`config.mk`:
```
export PLATFORM = sky130hd
export DESIGN_NAME = adc_result_select
export DESIGN_NICKNAME = d
export VERILOG_FILES = /design/src/core/adc_sel_pkg.sv /design/src/core/adc_chan_decode.sv /design/src/core/adc_result_format.sv /design/src/core/adc_result_select.sv
export SDC_FILE = /design/constraint.sdc
export NUM_CORES = 1
export LEC_CHECK = 0
export BUFFER_PORTS_ARGS = -buffer_cell sky130_fd_sc_hd__buf_2
export CORE_MARGIN = 2
export CORE_UTILIZATION = 53
export CTS_CLUSTER_DIAMETER = 100
export DETAILED_ROUTE_END_ITERATION = 16
export MAX_ROUTING_LAYER = met4
export PLACE_DENSITY = 0.95
export REMOVE_ABC_BUFFERS = 1
export SLEW_MARGIN = 20
export SYNTH_ARGS = -nofsm -noshare
export SYNTH_HDL_FRONTEND = slang
export SYNTH_SLANG_ARGS = --single-unit
```
`constraint.sdc`:
```
create_clock -name mclk_i -period 3.6 [get_ports mclk_i]
set_clock_uncertainty 0.15 [all_clocks]
set_input_delay 0.36 -clock mclk_i [delete_from_list [all_inputs] [get_ports mclk_i]]
set_output_delay 0.36 -clock mclk_i [all_outputs]
set_load 0.03 [all_outputs]
```
`src/core/adc_sel_pkg.sv`:
```
/*
 * Constants for the converter result and input select block: register
 * indices, field positions, reset values and conversion timing.
 * Assumes a 25 MHz converter clock equal to the bus clock.
 */
// Notes on behaviour
// - Finished value lands in both result registers before done flag is seen.
// - Single-ended code is Vin*1024/Vref, 0x000 ground to 0x3FF.
// - Unipolar differential is unsigned 0x000..0x3FF, clamped to zero if negative.
// - Bipolar differential is difference*512/Vref, two's complement 0x200..0x1FF.
// - In bipolar mode result MSB in high register marks a negative result.
// - Differential conversions apply gain 1x or 20x chosen by channel field.
// - Unipolar by default; bipolar select bit in control B picks bipolar.
// - Channel code 100010 routes and enables the temperature sensor single-ended.
// - Reference field bits 7:6: 00 supply, 01 external pin, 10 internal 1.1V.
// - Reference written mid-conversion takes effect only after completion.
// - Channel written mid-conversion takes effect only after completion.
// - Codes 000000-000111 single inputs, 100000 ground, 100001 internal reference.
// - Decode differential, offset calibration and polarity-reversed pair ranges.
// - One channel field write sets both input pair and gain.
// - Lowest channel bit picks gain: clear 1x, set 20x.
// - Top channel bit swaps positive and negative inputs of normal pairs.
package adc_sel_pkg;
  // Register indices; byte address is four times the index
  localparam logic [5:0] IDX_CONTROL_B = 6'h03;
  localparam logic [5:0] IDX_RESULT_LOW = 6'h04;
  localparam logic [5:0] IDX_RESULT_HIGH = 6'h05;
  localparam logic [5:0] IDX_CONV_CONTROL = 6'h06;
  localparam logic [5:0] IDX_INPUT_SELECT = 6'h07;
  // Input select fields
  localparam int REF_LSB = 6;
  localparam int CHAN_LSB = 0;
  localparam logic [7:0] INPUT_SELECT_RESET = 8'h00;
  // Control B and conversion control bits
  localparam int BIPOLAR_BIT = 0;
  localparam int START_BIT = 0;
  localparam int BUSY_BIT = 1;
  localparam int DONE_BIT = 4;
  localparam logic [7:0] CONTROL_B_RESET = 8'h00;
  // Reference codes
  localparam logic [1:0] REF_SUPPLY = 2'h0;
  localparam logic [1:0] REF_EXT_PIN = 2'h1;
  localparam logic [1:0] REF_INTERNAL = 2'h2;
  // Special channel codes
  localparam logic [5:0] CHAN_GROUND = 6'h20;
  localparam logic [5:0] CHAN_INT_REF = 6'h21;
  localparam logic [5:0] CHAN_TEMPERATURE = 6'h22;
  localparam logic [5:0] CHAN_CALIB_FIRST = 6'h23;
  localparam logic [5:0] CHAN_CALIB_LAST = 6'h27;
  // Result limits
  localparam logic [9:0] RESULT_MAX = 10'h3FF;
  localparam logic [9:0] RESULT_ZERO = 10'h000;
  // Conversion length in converter clocks
  localparam int CONV_CYCLES = 13;
  localparam int FIRST_CONV_CYCLES = 25;
  // Conversion states
  typedef enum logic [1:0] {
    ST_IDLE = 2'b01,
    ST_CONVERT = 2'b10
  } conv_state_t;
endpackage : adc_sel_pkg
```
`src/core/adc_chan_decode.sv`:
```
/*
 * Combinational decoder of the six-bit channel and gain field.
 * Assumes the caller registers its outputs.
 */
`timescale 1ns/1ns
`default_nettype none
module adc_chan_decode
  import adc_sel_pkg::*;
(
  // Channel field
  input wire logic [5:0] chan_i,
  // Decoded selection
  output logic diff_o,
  output logic calib_o,
  output logic gain_20x_o,
  output logic swap_o,
  output logic temp_en_o
);
  wire logic normal_pair;
  wire logic reversed_pair;

  assign normal_pair = ~chan_i[5] & (chan_i[4:3] != 2'h0);
  assign reversed_pair = chan_i[5] & (chan_i[4:3] != 2'h0);
  assign calib_o = (chan_i >= CHAN_CALIB_FIRST) &&
                   (chan_i <= CHAN_CALIB_LAST);
  // single inputs, ground and reference are not differential
  assign diff_o = normal_pair | reversed_pair | calib_o;
  assign gain_20x_o = diff_o & chan_i[0];
  assign swap_o = reversed_pair;
  assign temp_en_o = (chan_i == CHAN_TEMPERATURE);
endmodule : adc_chan_decode
`default_nettype wire

```
`src/core/adc_result_format.sv`:
```
/*
 * Shapes the converter's signed sample into the 10-bit result format.
 * Assumes the sample is the gained difference times 1024 over the
 * reference, already saturated to 11 bits signed.
 */
`timescale 1ns/1ns
`default_nettype none
module adc_result_format
  import adc_sel_pkg::*;
(
  // Sample and mode
  input wire logic [10:0] sample_i,
  input wire logic diff_i,
  input wire logic bipolar_i,
  // Formatted result
  output logic [9:0] result_o
);
  wire logic negative;
  wire logic [9:0] one_sided;
  wire logic [9:0] two_sided;

  assign negative = sample_i[10];
  // one-sided code, negative clamps to zero
  // An 11-bit signed sample tops out at 0x3FF, so no upper clamp is needed
  assign one_sided = negative ? RESULT_ZERO : sample_i[9:0];
  // halving the 1024 scale gives the 512 scale, sign kept
  assign two_sided = sample_i[10:1];
  // bipolar only applies to differential selections
  assign result_o = (diff_i & bipolar_i) ? two_sided : one_sided;
endmodule : adc_result_format
`default_nettype wire

```
`src/core/adc_result_select.sv`:
```
/*
 * Converter result and input select block: Wishbone classic slave holding
 * input select, control B, conversion control and the two result registers,
 * the shadowed reference and channel that drive the analog front end, and
 * the conversion sequencer.
 * Assumes the analog side presents sar_sample_i stable during the last
 * clock of a conversion and that one clock is both bus and converter clock.
 */
// Decided for this implementation: the Wishbone register port.
`timescale 1ns/1ns
`default_nettype none
module adc_result_select
  import adc_sel_pkg::*;
#(
  parameter int CONV_LEN = CONV_CYCLES,
  parameter int FIRST_CONV_LEN = FIRST_CONV_CYCLES
) (
  // Clock and reset
  input wire logic mclk_i,
  input wire logic sys_rst_i,
  // Wishbone slave
  input wire logic wb_cyc_i,
  input wire logic wb_stb_i,
  input wire logic wb_we_i,
  input wire logic [7:0] wb_adr_i,
  input wire logic [3:0] wb_sel_i,
  input wire logic [31:0] wb_dat_i,
  output logic [31:0] wb_dat_o,
  output logic wb_ack_o,
  // Analog converter side
  input wire logic [10:0] sar_sample_i,
  output logic conv_start_o,
  output logic conv_busy_o,
  output logic [1:0] ref_select_o,
  output logic [5:0] channel_o,
  output logic diff_mode_o,
  output logic gain_20x_o,
  output logic swap_o,
  output logic temp_sensor_en_o,
  output logic bipolar_o
);
  // Elaboration check on timing parameters
  if (CONV_LEN < 2 || CONV_LEN > 255 ||
      FIRST_CONV_LEN < CONV_LEN || FIRST_CONV_LEN > 255) begin : g_chk
    $error("conversion lengths out of range");
  end

  // Software visible registers
  logic [7:0] input_select;
  logic [7:0] control_b;
  logic [9:0] result;
  logic done_flag;
  // Shadow of reference and channel used by the converter
  logic [1:0] ref_shadow;
  logic [5:0] chan_shadow;
  // Sequencer
  conv_state_t state;
  conv_state_t next_state;
  logic [7:0] cycle_cnt;
  logic initialised;

  // Bus decode
  wire logic bus_req;
  wire logic wr_stb;
  wire logic lane0;
  wire logic [5:0] reg_idx;
  wire logic addr_ok;
  wire logic wr_select;
  wire logic wr_ctrl_b;
  wire logic wr_conv;
  wire logic start_req;
  wire logic done_clear;
  assign bus_req = wb_cyc_i & wb_stb_i & ~wb_ack_o;
  assign wr_stb = bus_req & wb_we_i & wb_sel_i[0];
  assign lane0 = wb_sel_i[0];
  assign reg_idx = wb_adr_i[7:2];
  assign addr_ok = (wb_adr_i[1:0] == 2'h0);
  assign wr_select = wr_stb & addr_ok & (reg_idx == IDX_INPUT_SELECT);
  assign wr_ctrl_b = wr_stb & addr_ok & (reg_idx == IDX_CONTROL_B);
  assign wr_conv = wr_stb & addr_ok & (reg_idx == IDX_CONV_CONTROL);
  assign start_req = wr_conv & wb_dat_i[START_BIT];
  assign done_clear = wr_conv & wb_dat_i[DONE_BIT];

  // Sequencer decode
  wire logic idle;
  wire logic last_cycle;
  wire logic [7:0] conv_len_now;
  assign idle = (state == ST_IDLE);
  assign conv_len_now = initialised ? 8'(CONV_LEN) : 8'(FIRST_CONV_LEN);
  assign last_cycle = (state == ST_CONVERT) &&
                      (cycle_cnt == conv_len_now - 8'h01);

  // Shadow follows the register while idle, frozen during a conversion
  wire logic [1:0] next_ref_shadow;
  wire logic [5:0] next_chan_shadow;
  wire logic [7:0] next_input_select;
  assign next_input_select = wr_select ? wb_dat_i[7:0] : input_select;
  assign next_ref_shadow = idle ? next_input_select[REF_LSB +: 2] :
                           ref_shadow;
  assign next_chan_shadow = idle ? next_input_select[CHAN_LSB +: 6] :
                            chan_shadow;

  // Channel decode of the shadowed selection
  logic dec_diff;
  logic dec_calib;
  logic dec_gain;
  logic dec_swap;
  logic dec_temp;
  adc_chan_decode u_decode (
    .chan_i(next_chan_shadow),
    .diff_o(dec_diff),
    .calib_o(dec_calib),
    .gain_20x_o(dec_gain),
    .swap_o(dec_swap),
    .temp_en_o(dec_temp)
  );

  // Result shaping from the converter sample
  logic [9:0] formatted;
  adc_result_format u_format (
    .sample_i(sar_sample_i),
    .diff_i(diff_mode_o),
    .bipolar_i(bipolar_o),
    .result_o(formatted)
  );

  // Sequencer next state
  always_comb begin
    next_state = state;
    unique case (state)
      ST_IDLE: begin
        if (start_req) begin
          next_state = ST_CONVERT;
        end
      end
      ST_CONVERT: begin
        if (last_cycle) begin
          next_state = ST_IDLE;
        end
      end
    endcase
  end

  // Sequencer state and cycle count
  always_ff @(posedge mclk_i) begin
    if (sys_rst_i) begin
      state <= ST_IDLE;
      cycle_cnt <= 8'h00;
      initialised <= 1'b0;
    end else begin
      state <= next_state;
      cycle_cnt <= idle ? 8'h00 : cycle_cnt + 8'h01;
      if (last_cycle) begin
        initialised <= 1'b1;
      end
    end
  end

  // Software written registers
  always_ff @(posedge mclk_i) begin
    if (sys_rst_i) begin
      input_select <= INPUT_SELECT_RESET;
      control_b <= CONTROL_B_RESET;
    end else begin
      input_select <= next_input_select;
      if (wr_ctrl_b) begin
        control_b <= wb_dat_i[7:0];
      end
    end
  end

  // Result capture and done flag; completion wins over a clear
  always_ff @(posedge mclk_i) begin
    if (sys_rst_i) begin
      result <= RESULT_ZERO;
      done_flag <= 1'b0;
    end else if (last_cycle) begin
      result <= formatted;
      done_flag <= 1'b1;
    end else if (done_clear) begin
      done_flag <= 1'b0;
    end
  end

  // Front end controls, all registered
  always_ff @(posedge mclk_i) begin
    if (sys_rst_i) begin
      ref_shadow <= REF_SUPPLY;
      chan_shadow <= 6'h00;
      ref_select_o <= REF_SUPPLY;
      channel_o <= 6'h00;
      diff_mode_o <= 1'b0;
      gain_20x_o <= 1'b0;
      swap_o <= 1'b0;
      temp_sensor_en_o <= 1'b0;
      bipolar_o <= 1'b0;
      conv_start_o <= 1'b0;
      conv_busy_o <= 1'b0;
    end else begin
      ref_shadow <= next_ref_shadow;
      chan_shadow <= next_chan_shadow;
      // reference code drives the reference switch
      ref_select_o <= next_ref_shadow;
      channel_o <= next_chan_shadow;
      // one field yields pair and gain
      diff_mode_o <= dec_diff;
      gain_20x_o <= dec_gain;
      swap_o <= dec_swap;
      temp_sensor_en_o <= dec_temp;
      bipolar_o <= idle ? control_b[BIPOLAR_BIT] : bipolar_o;
      conv_start_o <= idle & start_req;
      conv_busy_o <= (next_state == ST_CONVERT);
    end
  end

  // Read mux; calibration selections read like other differential pairs
  wire logic [7:0] rd_byte;
  wire logic unused_ok;
  assign unused_ok = dec_calib;
  // result MSB sits in bit 1 of the high register
  assign rd_byte =
    ~addr_ok ? 8'h00 :
    (reg_idx == IDX_INPUT_SELECT) ? input_select :
    (reg_idx == IDX_CONTROL_B) ? control_b :
    (reg_idx == IDX_RESULT_LOW) ? result[7:0] :
    (reg_idx == IDX_RESULT_HIGH) ? {6'h00, result[9:8]} :
    (reg_idx == IDX_CONV_CONTROL) ?
      {3'h0, done_flag, 2'h0, ~idle, 1'b0} : 8'h00;

  // Bus answer one cycle after the request
  always_ff @(posedge mclk_i) begin
    if (sys_rst_i) begin
      wb_ack_o <= 1'b0;
      wb_dat_o <= 32'h0000_0000;
    end else begin
      wb_ack_o <= bus_req;
      if (bus_req & ~wb_we_i) begin
        wb_dat_o <= {24'h00_0000, lane0 ? rd_byte : 8'h00};
      end
    end
  end
endmodule : adc_result_select
`default_nettype wire

```
==> results of run 1 <==
[cells by family (layout without fill, tap and decap cells)]
logic type	Yosys count	in the layout	share of synthesized area, %
buf+inv	48	80	9.93
mux	9	9	3.48
other cells	1	24	0.127
compound gates	71	71	16.8
simple gates	133	133	24.9
flops	62	62	42.1
xor+xnor	6	6	1.78
fa+ha+maj	2	2	0.849
[area by class of cell]
class                   count  area, um2  area share (%)
repair buffers             60        310            9.11
clock inverters             3       90.1            2.65
multi-input cells         245       1500            44.0
flip-flops and latches     62       1240            36.4
well taps                  72       90.1            2.65
clock buffers              13        159            4.67
inverters                   4       15.0           0.441
[sequential cells by signal, indices dropped and copies added (netlist names), 2 cells and up]
name and cells:
control_b 8, ref_shadow 2, input_select 8, result 10, state 2, wb_dat_o 8, cycle_cnt 8, chan_shadow 6
[cells in the mapped netlist (3+ instances only)]
cell type  instances
clkbuf_1          13
a222oi_1           6
buf_2              3
inv_1              4
dfxtp_1           62
nand3_1           14
a2bb2oi_1          6
and2_1             3
nor3_1             8
nor2b_1            5
nor3b_1           10
nand2_1           16
buf_4             25
nand4_1            4
mux2i_1            8
nand2b_1           7
and3b_1            3
a21oi_1           27
nor2_1            45
nand3b_1           3
xor2_1             4
a211oi_1          12
o21ai_0            3
[routing by layer]
layer,part of all wire [%],track usage (%),up-vias,routed length (um)
met5,0,-,-,0
met4,3.3,12.5,0,231
met3,7.4,6.55,28,527
met2,49,38.5,122,3480
met1,40,26.7,1192,2850
li1,-,-,1248,-
[critical path: cells and delay by family (launching register included)]
| family | cells | cell delay, ps |
|---|---|---|
| simple gates | 3 | 1180 |
| flops | 1 | 320 |
| mux | 1 | 210 |
| compound gates | 1 | 410 |
[how the worst max path moves through the flow]
| stage | end | slack (ps) | depth (start not counted) | from |
|---|---|---|---|---|
| finish | temp_sensor_en_o$_SDFF_PP0_ | 1260 | 5 | wb_ack_o$_SDFF_PP0_ |
| global route | temp_sensor_en_o$_SDFF_PP0_ | 1180 | 5 | wb_ack_o$_SDFF_PP0_ |
| CTS | temp_sensor_en_o$_SDFF_PP0_ | 1270 | 5 | wb_ack_o$_SDFF_PP0_ |
| detailed placement | temp_sensor_en_o$_SDFF_PP0_ | 1110 | 6 | wb_adr_i[6] |
| global placement | temp_sensor_en_o$_SDFF_PP0_ | 1150 | 6 | wb_adr_i[6] |
| floorplan | conv_busy_o$_SDFF_PP0_ | 1220 | 7 | cycle_cnt[0]$_SDFF_PP0_ |
[metrics by stage]
step                hold slack, ps  utilization [%]  worst slack, ps
floorplan                      276                -             1220
global route                   163             62.6             1180
CTS                            134             62.6             1270
global placement               286             58.0             1150
detailed placement             296             58.0             1110
finish                         147             62.6             1260
[report_power, final]
| group | internal, W | leakage, nW | total [W] | switching (W) |
|---|---|---|---|---|
| clock | 0.000499 | 0.124 | 0.000758 | 0.000260 |
| combinational | 0.0000264 | 0.756 | 0.0000984 | 0.0000720 |
| sequential | 0.000686 | 0.499 | 0.000687 | 0.000000305 |
==> results.json, run 1 <==
{
  "dpl_cell_area_um2": 3160,
  "start_util_pct": 54.2,
  "area_growth_pct": 15.5,
  "dominantRegCellSynth": "dfxtp_1",
  "ys_ff_latch": 62,
  "crit_required_ps": 3710,
  "p_total_w": 0.00154,
  "ioPinCount": 108,
  "drt_first_iter_violations": 371,
  "postCtsHoldBufs": 0,
  "r2r-start": "wb_ack_o$_SDFF_PP0_",
  "wl_um": 7090,
  "core_um2": 5440,
  "clock_latency_ps": 340,
  "die_h_um": 78.6,
  "holdPathStages": 3,
  "firstDrtPassIters": 5,
  "rows": 27,
  "drv_slew": 0,
  "post-route-min-period_ps": 2340,
  "max_stage_delay_ps": 660,
  "syn_area_um2": 2950,
  "fin_crit_sh_pct": 65.1,
  "overflow": 0,
  "cts.sinks": 62,
  "slew_headroom_pct": 37.8,
  "final_cell_mix": "62 x dfxtp_1, 56 x buf_2, 45 x nor2_1, 27 x a21oi_1, 24 x conb_1",
  "worst-setup-path-type": "flop to flop",
  "cts_buffers": 9,
  "synth-edff-count": 0,
  "yosys_warnings": 0,
  "final_area_um2": 3410,
  "cts_setup_buffers": 0,
  "n_antenna_cell": 0,
  "worst_slew_pin_slew_ps": 934,
  "final_common_cell": "dfxtp_1",
  "place_inst": 443,
  "endpoint_kind": "flop",
  "ff2ff_path_depth": 5,
  "port_buffers": 56,
  "setup_tns_ps": 0,
  "rr_endpoint": "temp_sensor_en_o$_SDFF_PP0_",
  "hold_violations": 0,
  "slowest_stage": "or4_4",
  "dieArea_um2": 6170,
  "setup_viol": 0,
  "htree_num_levels": 3,
  "ys_seq_area_share_pct": 42.1,
  "peakVddDrop_uv": 217,
  "final_cells": 459,
  "synth_top_cell_by_area": "dfxtp_1",
  "hpwl_um": 4860,
  "clock_path_buffers": 2,
  "whs_endpoint": "control_b[5]$_SDFFE_PP0P_",
  "maxCapViolCount": 0,
  "grt_pass1_vias": 2353,
  "yosys-top-cells-area": "dfxtp_1 42%, buf_4 6.4%, nor2_1 5.7%, a21oi_1 4.6%, a211oi_1 3.1%",
  "clkTransAtPathRegs_ps": 60,
  "hp-class": "input port to flop",
  "die_x_um": 78.6,
  "reg2reg_slack_ps": 1260,
  "fillers": 460,
  "synth_cell_type_count": 51,
  "finalNetCount": 444,
  "drc": 0,
  "crit_chain": "nand3b_1, or4_4, mux2i_1, a211o_2, nor4b_2",
  "cts-resized-gates": 0,
  "async_reset_ff_share_pct": 0,
  "worstHoldStart": "wb_dat_i[5]",
  "gr-usage-all-layers_pct": 23.7,
  "grt_pass1_wl_um": 11000,
  "vias_per_cell": 5.64,
  "rsz0062_at_grt": "no",
  "gp_congestion": 0.855,
  "vias": 2590,
  "critical_path.max_fanout": 8,
  "grt_max_degree": 51,
  "syn_avg_cell_area_um2": 8.88,
  "ant_nets": 0,
  "netlist.area_leader.share_pct": 42.1,
  "max_freq_mhz": 427,
  "crit_path_start_kind": "flop",
  "routedWlPerCell_um": 15.5,
  "cts_tree": "built",
  "cp.arrival_ps": 2450,
  "drive_gt1_share_pct": 21.4,
  "cts-root-buf": "clkbuf_8",
  "status": "finished, final reports clean",
  "p_per_area_nw_per_um2": 453,
  "antenna_found_initial": 0,
  "p_leak_nw": 1.38,
  "synthCells": 332
}
Note: power is estimated with default switching activity, not from simulation.
==> run 2: changes to the inputs <==
CORE_UTILIZATION = 49   (was 53)
PLACE_DENSITY = 0.9   (was 0.95)
clock period = 2.2 ns   (was 3.6 ns; I/O delays follow)
==> results.json, run 2 (synthesized netlist as in run 1, its figures left out) <==
{
  "area_growth_pct": 19.2,
  "dpl_cell_area_um2": 3260,
  "p_per_area_nw_per_um2": 681,
  "r2r-start": "wb_ack_o$_SDFF_PP0_",
  "finalHoldWorstSlack_ps": 25.7,
  "holdPathStages": 3,
  "firstDrtPassIters": 4,
  "cts_buffers": 9,
  "hold_violations": 0,
  "vias": 2649,
  "hp-class": "input port to flop",
  "wl_um": 7080,
  "dieArea_um2": 6650,
  "intPower_w": 0.00185,
  "maxCapViolCount": 0,
  "rows": 28,
  "htree_num_levels": 3,
  "core_um2": 5850,
  "setup_viol": 0,
  "p_clk_share_pct": 45.5,
  "place_inst": 459,
  "fin_util_pct": 60.1,
  "clock_path_buffers": 2,
  "clock_latency_ps": 340,
  "hpwl_um": 5200,
  "p_seq_share_pct": 47.0,
  "overflow": 0,
  "rsz0062_at_grt": "no",
  "grt_max_degree": 29,
  "critical_path.startpoint": "wb_ack_o$_SDFF_PP0_",
  "slew_headroom_pct": 56.2,
  "ff2ff_path_depth": 5,
  "peakVddDrop_uv": 331,
  "seqCellArea_um2": 1240,
  "worst_slew_pin_slew_ps": 657,
  "final_cell_mix": "62 x dfxtp_1, 56 x buf_2, 45 x nor2_1, 27 x a21oi_1, 24 x conb_1",
  "gr-usage-all-layers_pct": 22.4,
  "finalNetCount": 461,
  "p_leak_nw": 1.44,
  "drv_slew": 0,
  "clkTransAtPathRegs_ps": 70,
  "cts_setup_buffers": 0,
  "die_h_um": 81.6,
  "multiInputGateArea_um2": 1500,
  "port_buffers": 56,
  "critical_path.max_fanout": 5,
  "drt_first_iter_violations": 301,
  "fin_crit_sh_pct": 96.3,
  "ant_nets": 0,
  "drc": 0,
  "reg2reg_slack_ps": 80,
  "worst-setup-path-type": "flop to flop",
  "max_freq_mhz": 472,
  "grt_pass1_wl_um": 10900,
  "endpoint_kind": "flop",
  "grt_pass1_vias": 2413,
  "crit_path_start_kind": "flop",
  "final_area_um2": 3510,
  "gp_congestion": 0.921,
  "vias_per_cell": 5.53,
  "swShare_pct": 22.8,
  "cp.arrival_ps": 2220,
  "regMostFlops": "result",
  "final_cells": 479,
  "worstHoldStart": "wb_dat_i[0]",
  "n_antenna_cell": 0,
  "p_comb_share_pct": 7.5,
  "post-route-min-period_ps": 2120,
  "cts_tree": "built",
  "routedWlPerCell_um": 14.8,
  "status": "finished, final reports clean",
  "crit_required_ps": 2300,
  "p_total_w": 0.00239,
  "die_x_um": 81.6,
  "cts.sinks": 62,
  "start_util_pct": 50.4,
  "largest_reg_flops": 10,
  "ioPinCount": 108,
  "final_common_cell": "dfxtp_1",
  "cts-root-buf": "clkbuf_8",
  "antenna_found_initial": 0,
  "fillers": 506,
  "drive_gt1_share_pct": 23.8,
  "p_sw_w": 0.000545
}
==> run 2: cell types whose count changed in the layout (fill, tap and decap cells not counted), sizes merged <==
cell / previous run / this run
buf: 60 / 73
bufinv: 3 / 2
clkbuf: 13 / 12
clkinv: 0 / 2
dlygate4sd3: 0 / 4
==> run 2: per-layer routing <==
layer | vias up | wire [um] | GRT usage, %
li1 | 1291 | - | -
met1 | 1219 | 2890 | 25.8
met2 | 119 | 3430 | 36.6
met3 | 20 | 551 | 3.85
met4 | 0 | 205 | 13.1
met5 | - | 0 | -
==> run 2: critical path, stage by stage (launching register included) <==
cell and delay, ps:
dfxtp_1 310, nand3b_1 190, or4_4 520, mux2i_1 170, a211o_2 400, o32ai_2 290
==> run 2: final timing paths <==
path | to
worst max-delay path | gain_20x_o$_SDFF_PP0_
worst min-delay path | control_b[0]$_SDFFE_PP0P_
worst max register to register | gain_20x_o$_SDFF_PP0_
worst min register to register | cycle_cnt[0]$_SDFF_PP0_
==> run 2: layout make-up <==
class | count | share of cell area [%]
Multi-Input combinational cell | 245 | 42.7
Sequential cell | 62 | 35.3
Timing Repair Buffer | 77 | 12.7
Clock buffer | 12 | 4.13
Tap cell | 75 | 2.67
Clock inverter | 4 | 1.99
Inverter | 4 | 0.427
==> run 2: power by group through the flow <==
stage	clock network, W	registers [W]	logic (W)
CTS	0.00110	0.00112	0.000176
detailed placement	0	0.00115	0.000169
floorplan	0	0.00115	0.0000882
global route	0.00116	0.00112	0.000192
finish	0.00109	0.00112	0.000179
global placement	0	0.00115	0.000165
==> run 2: per-stage QoR <==
step,setup slack [ps],setup TNS [ps]
2_1_floorplan,-179,-1800
3_3_place_gp,47.2,0
3_5_place_dp,-32.8,-32.8
4_1_cts,60.5,0
5_1_grt,28.4,0
6_report,81.5,0
==> run 2: repair_timing <==
item,4_1_cts,5_1_grt
endpoints found under the setup margin,0,1
endpoints found under the hold margin,4,0
gates resized for setup,0,1
hold buffers,4,0
